$ cat config.mk
export PLATFORM = sky130hd
export DESIGN_NAME = fifo_status_irq_timer
export DESIGN_NICKNAME = d
export VERILOG_FILES = /design/src/logic/fifo_status_irq_timer_pkg.sv /design/src/logic/fifo_status_irq_timer.sv
export SDC_FILE = /design/constraint.sdc
export NUM_CORES = 1
export LEC_CHECK = 0
export BUFFER_PORTS_ARGS = -buffer_cell sky130_fd_sc_hd__buf_2
export CAP_MARGIN = 25
export CORE_ASPECT_RATIO = 1.5
export CORE_UTILIZATION = 27
export DETAILED_ROUTE_END_ITERATION = 6
export MAX_ROUTING_LAYER = met4
export PLACE_DENSITY_LB_ADDON = 0.05
export SETUP_SLACK_MARGIN = 0.15
export SLEW_MARGIN = 10
export SYNTH_ARGS = -nofsm -noshare
export SYNTH_HDL_FRONTEND = slang
export SYNTH_SLANG_ARGS = --single-unit
export TNS_END_PERCENT = 50
$ cat constraint.sdc
create_clock -name aclk -period 10.46 [get_ports aclk]
set_input_delay 0.523 -clock aclk [delete_from_list [all_inputs] [get_ports aclk]]
set_output_delay 0.523 -clock aclk [all_outputs]
set_load 0.005 [all_outputs]
$ cat src/logic/fifo_status_irq_timer_pkg.sv
// Constants for the buffer, interrupt and timer unit.
// Assumes a 32-bit AXI4-Lite bus, one register per aligned word.
package fifo_status_irq_timer_pkg;
  // ----------------------------------------
  // Register byte offsets
  // ----------------------------------------
  localparam logic [5:0] OFS_FIFO_DATA = 6'h00;
  localparam logic [5:0] OFS_FILL = 6'h04;
  localparam logic [5:0] OFS_THRESH = 6'h08;
  localparam logic [5:0] OFS_STATUS = 6'h0C;
  localparam logic [5:0] OFS_IRQ_EN = 6'h10;
  localparam logic [5:0] OFS_IRQ_FLAG = 6'h14;
  localparam logic [5:0] OFS_TMODE = 6'h18;
  localparam logic [5:0] OFS_RELOAD = 6'h1C;
  localparam logic [5:0] OFS_COUNT = 6'h20;
  localparam logic [5:0] OFS_CONTROL = 6'h24;
  localparam logic [5:0] OFS_COMMAND = 6'h28;
  localparam logic [5:0] OFS_FAULT = 6'h2C;
  localparam int REG_COUNT = 12;
  // ----------------------------------------
  // Field positions
  // ----------------------------------------
  localparam int FLUSH_BIT = 7;
  localparam int FLAG_SET_BIT = 31;
  localparam int ST_LOW = 0;
  localparam int ST_HIGH = 1;
  localparam int ST_ACTIVE = 2;
  localparam int ST_PENDING = 3;
  localparam int FL_TIMER = 0;
  localparam int FL_TX = 1;
  localparam int FL_RX = 2;
  localparam int FL_CMD = 3;
  localparam int FL_HIGH = 4;
  localparam int FL_LOW = 5;
  localparam int FL_FAULT = 6;
  localparam int FL_CSUM = 7;
  localparam int TM_AUTO = 0;
  localparam int TM_RELOAD = 1;
  localparam int TM_EVEN = 2;
  localparam int TM_PRE_LSB = 8;
  localparam int CTL_KICK = 0;
  localparam int CTL_HALT = 1;
  localparam int CMD_SLEEP = 4;
  localparam int FAULT_OVF = 4;
  // ----------------------------------------
  // Codes and counts
  // ----------------------------------------
  localparam logic [3:0] CMD_IDLE = 4'h0;
  localparam logic [3:0] CMD_KEEP = 4'h7;
  localparam logic [1:0] RESP_OKAY = 2'h0;
  localparam logic [1:0] RESP_SLVERR = 2'h2;
  localparam int SLEEP_EXIT_CLKS = 1024;
  localparam logic [31:0] TIMER_CLK_HZ = 32'h00CE_E8C0;
endpackage : fifo_status_irq_timer_pkg

$ cat src/logic/fifo_status_irq_timer.sv
// Buffer, interrupt flag and two-stage timer unit with an AXI4-Lite slave.
// Assumes the sequencer, transmitter, receiver and checksum logic share aclk.
//
// Summary of operation
// Flush write resets both pointers, zeroes fill count and clears overflow.
// Fill count of stored bytes is readable as a seven-bit field.
// Overflow stays set until a flush write; nothing else clears it.
// High warning holds while free space is at or below the threshold.
// Low warning holds while fill count is at or below the threshold.
// Rising warnings raise the interrupt pin when their enables are set.
// Any enabled event sets the pending status bit and drives the pin.
// Timer flag sets when the counter steps from one to zero.
// Transmit-done and receive-done flags follow frame end events.
// Checksum-done flag sets when checksum ready rises.
// Command-done flag sets when a running command returns to idle.
// Warning flags set when their warning bits rise.
// Fault flag sets while any fault status bit is one.
// Timer runs through a programmable 12-bit prescaler stage.
// Second stage reloads a 16-bit value; its count is readable.
// At zero the timer flags, then halts or reloads by configuration.
// Host may both set and clear the timer flag by writing.
// Kick starts, halt stops, and a status bit shows running.
// With auto start set, protocol events start the timer.
// Stage lasts reload plus one ticks; prescale period 2P+1 or 2P+2.
// Sleep bit stops the oscillator buffer at once, keeping all state.
// After clearing sleep, the bit reads one for 1024 clocks.
// Data writes push one byte; data reads pop the head byte.
// Pin stays active while any enabled flag remains set.
`timescale 1ns/1ns
module fifo_status_irq_timer #(
  parameter int DEPTH = 64,
  parameter int PRE_W = 12,
  parameter int CNT_W = 16
) (
  input wire logic aclk,
  input wire logic aresetn,
  input wire logic [5:0] s_axi_awaddr,
  input wire logic s_axi_awvalid,
  output logic s_axi_awready,
  input wire logic [31:0] s_axi_wdata,
  input wire logic [3:0] s_axi_wstrb,
  input wire logic s_axi_wvalid,
  output logic s_axi_wready,
  output logic [1:0] s_axi_bresp,
  output logic s_axi_bvalid,
  input wire logic s_axi_bready,
  input wire logic [5:0] s_axi_araddr,
  input wire logic s_axi_arvalid,
  output logic s_axi_arready,
  output logic [31:0] s_axi_rdata,
  output logic [1:0] s_axi_rresp,
  output logic s_axi_rvalid,
  input wire logic s_axi_rready,
  input wire logic tx_frame_end,
  input wire logic rx_frame_end,
  input wire logic checksum_ready,
  input wire logic command_finished,
  input wire logic [7:0] fault_bits,
  input wire logic timer_auto_event,
  output logic [3:0] command_code,
  output logic osc_buffer_en,
  output logic irq
);
  localparam int PTR_W = $clog2(DEPTH);
  localparam logic [PTR_W:0] FULL_LEVEL = (PTR_W+1)'(DEPTH);
  localparam logic [10:0] EXIT_LAST = 11'(fifo_status_irq_timer_pkg::SLEEP_EXIT_CLKS - 1);
  localparam logic [PRE_W:0] PRE_ZERO = '0;

  function automatic logic [31:0] merge(input logic [31:0] old, input logic [31:0] nw,
                                        input logic [3:0] strb);
    logic [31:0] m;
    m = {{8{strb[3]}}, {8{strb[2]}}, {8{strb[1]}}, {8{strb[0]}}};
    merge = (old & ~m) | (nw & m);
  endfunction : merge

  // ----------------------------------------
  // Bus slave
  // ----------------------------------------
  logic aw_held_r, w_held_r, bvalid_r, rvalid_r;
  logic [5:0] awaddr_r;
  logic [31:0] wdata_r, rdata_r;
  logic [3:0] wstrb_r;
  logic [1:0] bresp_r, rresp_r;
  logic [31:0] view [0:15];
  assign s_axi_awready = !aw_held_r;
  assign s_axi_wready = !w_held_r;
  assign s_axi_bvalid = bvalid_r;
  assign s_axi_bresp = bresp_r;
  assign s_axi_arready = !rvalid_r;
  assign s_axi_rvalid = rvalid_r;
  assign s_axi_rdata = rdata_r;
  assign s_axi_rresp = rresp_r;

  wire do_wr = aw_held_r && w_held_r && !bvalid_r;
  wire do_rd = s_axi_arvalid && !rvalid_r;
  wire wr_ok = awaddr_r[5:2] < 4'(fifo_status_irq_timer_pkg::REG_COUNT);
  wire rd_ok = s_axi_araddr[5:2] < 4'(fifo_status_irq_timer_pkg::REG_COUNT);
  wire [31:0] wd = merge(view[awaddr_r[5:2]], wdata_r, wstrb_r);
  wire wr_hit = do_wr && wr_ok;
  wire wr_fifo = wr_hit && awaddr_r == fifo_status_irq_timer_pkg::OFS_FIFO_DATA && wstrb_r[0];
  wire wr_fill = wr_hit && awaddr_r == fifo_status_irq_timer_pkg::OFS_FILL;
  wire wr_thr = wr_hit && awaddr_r == fifo_status_irq_timer_pkg::OFS_THRESH;
  wire wr_en = wr_hit && awaddr_r == fifo_status_irq_timer_pkg::OFS_IRQ_EN;
  wire wr_flag = wr_hit && awaddr_r == fifo_status_irq_timer_pkg::OFS_IRQ_FLAG;
  wire wr_tmode = wr_hit && awaddr_r == fifo_status_irq_timer_pkg::OFS_TMODE;
  wire wr_reload = wr_hit && awaddr_r == fifo_status_irq_timer_pkg::OFS_RELOAD;
  wire wr_ctl = wr_hit && awaddr_r == fifo_status_irq_timer_pkg::OFS_CONTROL;
  wire wr_cmd = wr_hit && awaddr_r == fifo_status_irq_timer_pkg::OFS_COMMAND;
  wire rd_fifo = do_rd && s_axi_araddr == fifo_status_irq_timer_pkg::OFS_FIFO_DATA;

  always_ff @(posedge aclk) begin
    if (!aresetn) begin
      aw_held_r <= 1'b0;
      w_held_r <= 1'b0;
      bvalid_r <= 1'b0;
      rvalid_r <= 1'b0;
      awaddr_r <= '0;
      wdata_r <= '0;
      wstrb_r <= '0;
      bresp_r <= '0;
      rdata_r <= '0;
      rresp_r <= '0;
    end else begin
      if (s_axi_awvalid && !aw_held_r) begin
        aw_held_r <= 1'b1;
        awaddr_r <= s_axi_awaddr;
      end
      if (s_axi_wvalid && !w_held_r) begin
        w_held_r <= 1'b1;
        wdata_r <= s_axi_wdata;
        wstrb_r <= s_axi_wstrb;
      end
      if (do_wr) begin
        aw_held_r <= 1'b0;
        w_held_r <= 1'b0;
        bvalid_r <= 1'b1;
        bresp_r <= wr_ok ? fifo_status_irq_timer_pkg::RESP_OKAY
                         : fifo_status_irq_timer_pkg::RESP_SLVERR;
      end else if (s_axi_bready) begin
        bvalid_r <= 1'b0;
      end
      if (do_rd) begin
        rvalid_r <= 1'b1;
        rdata_r <= rd_ok ? view[s_axi_araddr[5:2]] : '0;
        rresp_r <= rd_ok ? fifo_status_irq_timer_pkg::RESP_OKAY
                         : fifo_status_irq_timer_pkg::RESP_SLVERR;
      end else if (s_axi_rready) begin
        rvalid_r <= 1'b0;
      end
    end
  end

  // ----------------------------------------
  // Byte buffer
  // ----------------------------------------
  logic [7:0] mem_r [0:DEPTH-1];
  logic [PTR_W-1:0] wptr_r, rptr_r;
  logic [PTR_W:0] count_r;
  logic ovf_r;
  logic [5:0] thr_r;
  wire flush = wr_fill && wd[fifo_status_irq_timer_pkg::FLUSH_BIT];
  wire full = count_r == FULL_LEVEL;
  wire push = wr_fifo && !full;
  wire pop = rd_fifo && count_r != '0;
  wire [PTR_W:0] free_space = FULL_LEVEL - count_r;
  wire hi_warn = free_space <= (PTR_W+1)'(thr_r);
  wire lo_warn = count_r <= (PTR_W+1)'(thr_r);

  always_ff @(posedge aclk) begin
    if (push) begin
      mem_r[wptr_r] <= wd[7:0];
    end
  end

  always_ff @(posedge aclk) begin
    if (!aresetn) begin
      wptr_r <= '0;
      rptr_r <= '0;
      count_r <= '0;
      ovf_r <= 1'b0;
      thr_r <= '0;
    end else begin
      if (wr_thr) begin
        thr_r <= wd[5:0];
      end
      if (flush) begin
        wptr_r <= '0;
        rptr_r <= '0;
        count_r <= '0;
        ovf_r <= 1'b0;
      end else begin
        wptr_r <= wptr_r + PTR_W'(push);
        rptr_r <= rptr_r + PTR_W'(pop);
        count_r <= count_r + (PTR_W+1)'(push) - (PTR_W+1)'(pop);
        if (wr_fifo && full) begin
          ovf_r <= 1'b1;
        end
      end
    end
  end

  // ----------------------------------------
  // Timer
  // ----------------------------------------
  logic [PRE_W-1:0] pre_reload_r;
  logic [CNT_W-1:0] cnt_reload_r, cnt_r;
  logic [PRE_W:0] pre_cnt_r;
  logic auto_r, autoreload_r, even_r, active_r, sleep_r;
  // Prescaler counts its load down to zero: period is load plus one.
  wire [PRE_W:0] pre_load = {pre_reload_r, even_r};
  wire tick = active_r && pre_cnt_r == PRE_ZERO && !sleep_r;
  wire kick = wr_ctl && wd[fifo_status_irq_timer_pkg::CTL_KICK];
  wire halt = wr_ctl && wd[fifo_status_irq_timer_pkg::CTL_HALT];
  wire start = kick || (auto_r && timer_auto_event);
  wire timer_hit = tick && cnt_r == CNT_W'(1);

  always_ff @(posedge aclk) begin
    if (!aresetn) begin
      pre_reload_r <= '0;
      cnt_reload_r <= '0;
      auto_r <= 1'b0;
      autoreload_r <= 1'b0;
      even_r <= 1'b0;
      active_r <= 1'b0;
      pre_cnt_r <= '0;
      cnt_r <= '0;
    end else begin
      if (wr_tmode) begin
        auto_r <= wd[fifo_status_irq_timer_pkg::TM_AUTO];
        autoreload_r <= wd[fifo_status_irq_timer_pkg::TM_RELOAD];
        even_r <= wd[fifo_status_irq_timer_pkg::TM_EVEN];
        pre_reload_r <= wd[fifo_status_irq_timer_pkg::TM_PRE_LSB +: PRE_W];
      end
      if (wr_reload) begin
        cnt_reload_r <= wd[CNT_W-1:0];
      end
      if (halt) begin
        active_r <= 1'b0;
      end else if (start && !sleep_r) begin
        active_r <= 1'b1;
        pre_cnt_r <= pre_load;
        cnt_r <= cnt_reload_r;
      end else if (tick) begin
        pre_cnt_r <= pre_load;
        if (cnt_r != '0) begin
          cnt_r <= cnt_r - CNT_W'(1);
        end else if (autoreload_r) begin
          cnt_r <= cnt_reload_r;
        end else begin
          active_r <= 1'b0;
        end
      end else if (active_r && !sleep_r) begin
        pre_cnt_r <= pre_cnt_r - (PRE_W+1)'(1);
      end
    end
  end

  // ----------------------------------------
  // Interrupt flags
  // ----------------------------------------
  logic [7:0] flags_r, irq_en_r;
  logic hi_prev_r, lo_prev_r, csum_prev_r, irq_r;
  logic [3:0] cmd_r;
  wire [7:0] fault_view = fault_bits | (8'(ovf_r) << fifo_status_irq_timer_pkg::FAULT_OVF);
  wire cmd_done = command_finished && cmd_r != fifo_status_irq_timer_pkg::CMD_IDLE;
  wire [7:0] hw_set = {csum_prev_r == 1'b0 && checksum_ready,
                       |fault_view,
                       lo_warn && !lo_prev_r,
                       hi_warn && !hi_prev_r,
                       cmd_done,
                       rx_frame_end,
                       tx_frame_end,
                       timer_hit};
  wire flag_set_mode = wd[fifo_status_irq_timer_pkg::FLAG_SET_BIT];
  wire [7:0] sw_set = (wr_flag && flag_set_mode) ? wd[7:0] : 8'h00;
  wire [7:0] sw_clr = (wr_flag && !flag_set_mode) ? wd[7:0] : 8'h00;
  wire pending = |(flags_r & irq_en_r);

  always_ff @(posedge aclk) begin
    if (!aresetn) begin
      flags_r <= '0;
      irq_en_r <= '0;
      hi_prev_r <= 1'b0;
      lo_prev_r <= 1'b1;
      csum_prev_r <= 1'b0;
      irq_r <= 1'b0;
    end else begin
      // A hardware event in the clearing cycle survives.
      flags_r <= (flags_r & ~sw_clr) | hw_set | sw_set;
      if (wr_en) begin
        irq_en_r <= wd[7:0];
      end
      hi_prev_r <= hi_warn;
      lo_prev_r <= lo_warn;
      csum_prev_r <= checksum_ready;
      irq_r <= pending;
    end
  end
  assign irq = irq_r;

  // ----------------------------------------
  // Command field and soft sleep
  // ----------------------------------------
  logic exit_pend_r;
  logic [10:0] exit_cnt_r;
  wire [3:0] cmd_wr = wd[3:0];
  wire sleep_wr = wd[fifo_status_irq_timer_pkg::CMD_SLEEP];
  wire exit_done = exit_pend_r && exit_cnt_r == EXIT_LAST;

  always_ff @(posedge aclk) begin
    if (!aresetn) begin
      cmd_r <= fifo_status_irq_timer_pkg::CMD_IDLE;
      sleep_r <= 1'b0;
      exit_pend_r <= 1'b0;
      exit_cnt_r <= '0;
    end else begin
      if (wr_cmd && cmd_wr != fifo_status_irq_timer_pkg::CMD_KEEP) begin
        cmd_r <= cmd_wr;
      end else if (cmd_done) begin
        cmd_r <= fifo_status_irq_timer_pkg::CMD_IDLE;
      end
      exit_cnt_r <= exit_pend_r ? exit_cnt_r + 11'd1 : 11'd0;
      if (wr_cmd && sleep_wr) begin
        sleep_r <= 1'b1;
        exit_pend_r <= 1'b0;
      end else if (wr_cmd && sleep_r && !exit_pend_r) begin
        exit_pend_r <= 1'b1;
      end else if (exit_done) begin
        sleep_r <= 1'b0;
        exit_pend_r <= 1'b0;
      end
    end
  end
  assign command_code = cmd_r;
  // The oscillator buffer and the timer are gated; pins and state are left untouched.
  assign osc_buffer_en = !sleep_r;

  // ----------------------------------------
  // Register views
  // ----------------------------------------
  assign view[0] = {24'h0, count_r == '0 ? 8'h00 : mem_r[rptr_r]};
  assign view[1] = {24'h0, 1'b0, count_r};
  assign view[2] = {26'h0, thr_r};
  assign view[3] = {28'h0, pending, active_r, hi_warn, lo_warn};
  assign view[4] = {24'h0, irq_en_r};
  assign view[5] = {24'h0, flags_r};
  assign view[6] = {12'h0, pre_reload_r, 5'h0, even_r, autoreload_r, auto_r};
  assign view[7] = {16'h0, cnt_reload_r};
  assign view[8] = {16'h0, cnt_r};
  assign view[9] = 32'h0000_0000;
  assign view[10] = {27'h0, sleep_r, cmd_r};
  assign view[11] = {24'h0, fault_view};
  assign view[12] = 32'h0000_0000;
  assign view[13] = 32'h0000_0000;
  assign view[14] = 32'h0000_0000;
  assign view[15] = 32'h0000_0000;
endmodule : fifo_status_irq_timer

* Word level (Yosys, flattened, before mapping)
Memories as Yosys holds them, arrays and structs flattened. A register that Yosys moved wholly into a read port is not among the register bits.
Index checks and enable logic that the tools add are counted.
** Word-level totals
- Bits in registers :: 206
- Bits in latches :: 0
- Bits in writable memories :: 512
- Bits in read-only memories :: 0
- Bits of input ports :: 68
- Output and inout port bits :: 47
- Word-level logic and storage cells :: 191
- Memories :: 1
** Memory list
- mem_r :: words 64, width 8, read ports 1, clocked after Yosys merged registers in 1, wr ports 1, RTL line fifo_status_irq_timer.sv:156 : logic [7:0] mem_r [0:DEPTH-1];
** Operators by class
- $add $sub $neg :: 8
- Multipliers :: 0
- Divide/modulo/power cells :: 0
- Magnitude comparators :: 6
- Eq/ne operators :: 15
- Shift operators :: 0
- Multiplexer cells :: 36
- Bitwise logic cells :: 15
- Reductions and logical operators :: 77
** Operator list (count)
- 32-bit binary-select mux with 4-bit select :: 2
- 32-bit two-way mux :: 5
- 32-bit bitwise AND :: 2
- 16-bit two-way mux :: 4
- 1-bit logical AND :: 40
- 13-bit two-way mux :: 3
- 32-bit NOT :: 1
- 32-bit bitwise OR :: 1
- 6-bit by 5-bit equality test with 1-bit output (second input constant) :: 4
- 8-bit two-way mux :: 3
- 8-bit bitwise AND :: 2
- 16-bit by 1-bit equality test with 1-bit output (second input constant) :: 1
- 8-bit bitwise OR :: 2
- 16-bit nonzero test :: 1
- 8-bit OR reduction :: 2
- 16-bit by 1-bit subtractor with 16-bit output (second input constant) :: 1
- 7-bit by 6-bit less-or-equal comparator with 1-bit output :: 2
- 1-bit two-way mux :: 14
- 13-bit logical NOT :: 1
- 13-bit by 1-bit subtractor with 13-bit output (second input constant) :: 1
- 6-bit by 1-bit adder with 6-bit output :: 2
- 6-bit equality test (second input constant) :: 2
- 6-bit logical NOT :: 2
- 2-bit nonzero test :: 6
- 29 further kinds :: 53

* Depth between registers and ports, before layout
- Depth after elaboration :: 14
- Mapped depth :: 19
- Mapped depth without buffers :: 19

* Worst setup path before layout
OpenSTA, ideal clock, no wires.
- Path type :: flip-flop to flip-flop
- Start point :: register, netlist name rptr_r[1]
- End point :: memory mem_r[0][6] (data pin)
- Library setup time :: 0.702 ns
- Arrival :: 4.556 ns
- Required time :: 9.758 ns
- Path slack :: 5.203 ns
- Cell stages (with the launch flop) :: 11
- Path buffers :: 5
- Clock period less this slack :: 5.257 ns
- Cell sequence :: dfxtp_1 -> buf_4 -> buf_6 -> buf_6 -> buf_2 -> buf_1 -> mux4_2 -> mux4_2 -> mux4_2 -> nand2_1 -> o21ai_0
** RTL lines (RTL line)
- end: declaration :: fifo_status_irq_timer.sv:156

==> impl_metrics.py <==
metrics = {
    "flow_run": {
        "cap_viol_max_count": 0,
    },
    "critical_path": {
        "criticalPathCategory": "flip-flop to flip-flop",
        "critPathRequiredTime_ns": 10.98,
        "cp-end-kind": "flip-flop",
        "cp_max_fo": 77,
        "crit_arrival_ns": 5.50,
        "startpoint_type": "flip-flop",
    },
    "sta": {
        "hold_viol": 0,
        "setup_viol": 0,
        "hold_slack_ns": 0.0675,
        "period_needed_ns": 4.99,
        "tightest_slew_ns": 1.02,
        "period_share_pct": 47.7,
        "fmax_ghz": 0.200,
        "slew_headroom_pct": 31.5,
        "clock_skew_ns": 0.0283,
        "tns_ns": 0,
        "slew_viol_final": 0,
        "rsz0062_at_grt": "false",
    },
    "cts": {
        "clock-root-buffer": "clkbuf_16",
        "post_cts_buffers": 0,
        "cts_resized": 0,
        "clk-insertion-delay-late_ns": 0.65,
        "numClockSinks": 693,
        "clk_pin_slew_ns": 0.06,
        "cts_tree": "built",
        "htree_num_levels": 3,
        "cts_buffers": 76,
        "ctsHoldBuffers": 0,
        "clock_path_buffers": 3,
    },
    "global_routing": {
        "grt_pass1_wl_um": 142000,
        "antenna_found_initial": 0,
        "overflow": 0,
        "grt_pass1_vias": 19300,
        "track_usage_pct": 18.3,
        "grt_max_degree": 86,
    },
    "logic_synthesis": {
        "ys_dominant_reg_cell": "edfxtp_1",
        "yosysWarnings": 0,
        "synth_area_um2": 30200,
        "ys_seq_area_share_pct": 62.9,
        "postSynth.asyncResetShare_pct": 0,
        "synth_top_area_share_pct": 50.9,
        "avgSynthCellArea_um2": 13.9,
        "synth_edf_count": 512,
        "synthCells": 2174,
        "synth-seq-cells": 693,
        "synth_common_cells": "edfxtp_1 (512), nor2_1 (243), nand2_1 (216)",
        "yosysTopAreaCell": "edfxtp_1",
        "ys_top_cells_by_area": "edfxtp_1 (51%), dfxtp_1 (12%), mux4_2 (10%), mux2i_1 (3.1%), nor2_1 (3.0%)",
        "yosysUniqueCellTypes": 84,
        "synth.most_common_cell": "edfxtp_1",
    },
    "route": {
        "wl_met1_um": 36900,
        "top_layer": "met4",
        "drc": 12,
        "drt_iter0_markers": 1275,
        "vias": 18600,
        "viasPerCell": 4.93,
        "wl_per_cell_um": 26.3,
        "route.met3.wl_um": 3390,
        "firstDrtPassIters": 7,
        "routed-wl-met2_um": 54400,
        "routed_wl_um": 99400,
        "ant_nets": 0,
    },
    "run_status": {
        "status": "finished with violations",
        "violations": "design-rule violations",
    },
    "floorplan": {
        "design.portCount": 115,
        "rows": 149,
        "start_util_pct": 27.4,
        "dieHeight_um": 412,
        "die_w_um": 275,
        "fp.dieArea_um2": 113000,
        "core_um2": 110000,
    },
    "layout": {
        "area_growth_syn_to_layout_pct": 15.3,
        "diodes": 0,
        "nNetsFinal": 2384,
        "drive_gt1_share_pct": 18.9,
    },
    "power": {
        "ir_drop_mv": 0.106,
        "p_leak_nw": 11.5,
        "power_density_nw_per_um2": 187,
    },
    "placed_design": {
        "gp_congestion": 0.881,
        "dpl.hpwl_um": 69600,
        "port_buffers": 89,
    },
    "worst_hold_path": {
        "holdCritPathClass": "primary input to flip-flop",
    },
}
-- worst max-delay path, stage by stage (launching register included) --
cell	delay, ns
dfxtp_4	0.84
buf_4	0.62
buf_4	0.38
mux4_1	0.37
and2_1	0.18
a211oi_1	0.30
a31oi_1	0.17
o211a_1	0.31
o21a_4	0.48
a21oi_2	0.22
buf_4	0.41
mux2i_1	0.13
a2111oi_0	0.41
-- layout make-up --
type                    instances  area [um2]
fillers                     11000       75500
clock inverters                36         329
multi-input cells            1306       10300
clock buffers                 100        2150
repair buffers                155        1070
inverters                      51         194
flip-flops and latches        693       19000
well taps                    1434        1790
-- layer usage --
layer | track usage [%] | vias up
met5 | - | -
met4 | 8.78 | 0
met3 | 2.14 | 160
met2 | 33.3 | 429
met1 | 19.3 | 9551
li1 | - | 8487
-- path summary, 6_finish.rpt --
kind                                 start                         to  slack, ns  cells past startpoint
setup / recovery      rptr_r[1]$_SDFF_PP0_      cnt_r[9]$_SDFFE_PN0P_       5.47                     12
hold / removal                s_axi_rready  s_axi_rvalid$_SDFFE_PN0P_       0.07                      2
hold reg to reg   wdata_r[14]$_SDFFE_PN0P_   wdata_r[14]$_SDFFE_PN0P_       0.46                      2
setup reg to reg      rptr_r[1]$_SDFF_PP0_      cnt_r[9]$_SDFFE_PN0P_       5.47                     12
-- where the power goes --
group / leakage, nW / internal (mW) / switching [mW]
combinational: 4.11 / 0.163 / 0.467
sequential: 6.14 / 3.14 / 0.0317
clock: 1.23 / 1.57 / 1.13
-- sequential cells by signal, indices dropped and copies added (netlist names), 4 cells and up --
signal        cells
flags_r           8
command_code      4
awaddr_r          6
wdata_r          21
cnt_reload_r     16
count_r           7
irq_en_r          8
wstrb_r           4
wptr_r            6
exit_cnt_r       11
pre_cnt_r        13
rptr_r            6
s_axi_rdata      20
mem_r           512
cnt_r            16
thr_r             6
pre_reload_r     12
-- layout by cell type, fill, tap and decap left out, types with 23 or more instances in the layout --
cell	netlist	layout
nand2_1	216	216
a21oi_1	135	135
mux2i_1	93	93
a211oi_1	27	27
dfxtp_1	181	178
o22ai_1	23	23
nor2_1	243	241
nor3_1	30	30
ha_1	32	32
o21ai_0	38	36
clkbuf_16	0	82
mux4_2	134	134
inv_1	47	45
buf_4	24	54
nand3_1	48	48
edfxtp_1	512	512
buf_2	16	89
-- per-stage QoR --
| stage | utilization (%) | power (mW) | setup WS [ns] | std cells | instance area, um2 |
|---|---|---|---|---|---|
| 2_1_floorplan | - | 3.56 | 5.20 | 2187 | 30200 |
| 3_3_place_gp | 29.0 | 3.84 | 5.26 | 3608 | 32000 |
| 3_5_place_dp | 29.2 | 3.87 | 5.26 | 3630 | 32200 |
| 4_1_cts | 31.4 | 6.62 | 5.28 | 3766 | 34700 |
| 5_1_grt | 31.6 | 6.76 | 5.13 | 3775 | 34800 |
| 6_report | 31.6 | 6.50 | 5.47 | 3775 | 34800 |
-- cells by family after synthesis --
group,share of synthesized area [%]
flops,62.9
mux,15.1
buf+inv,3.40
simple gates,9.34
fa+ha+maj,1.39
other cells,0.0124
compound gates,7.17
xor+xnor,0.696
(Power assumes the default switching activity.)
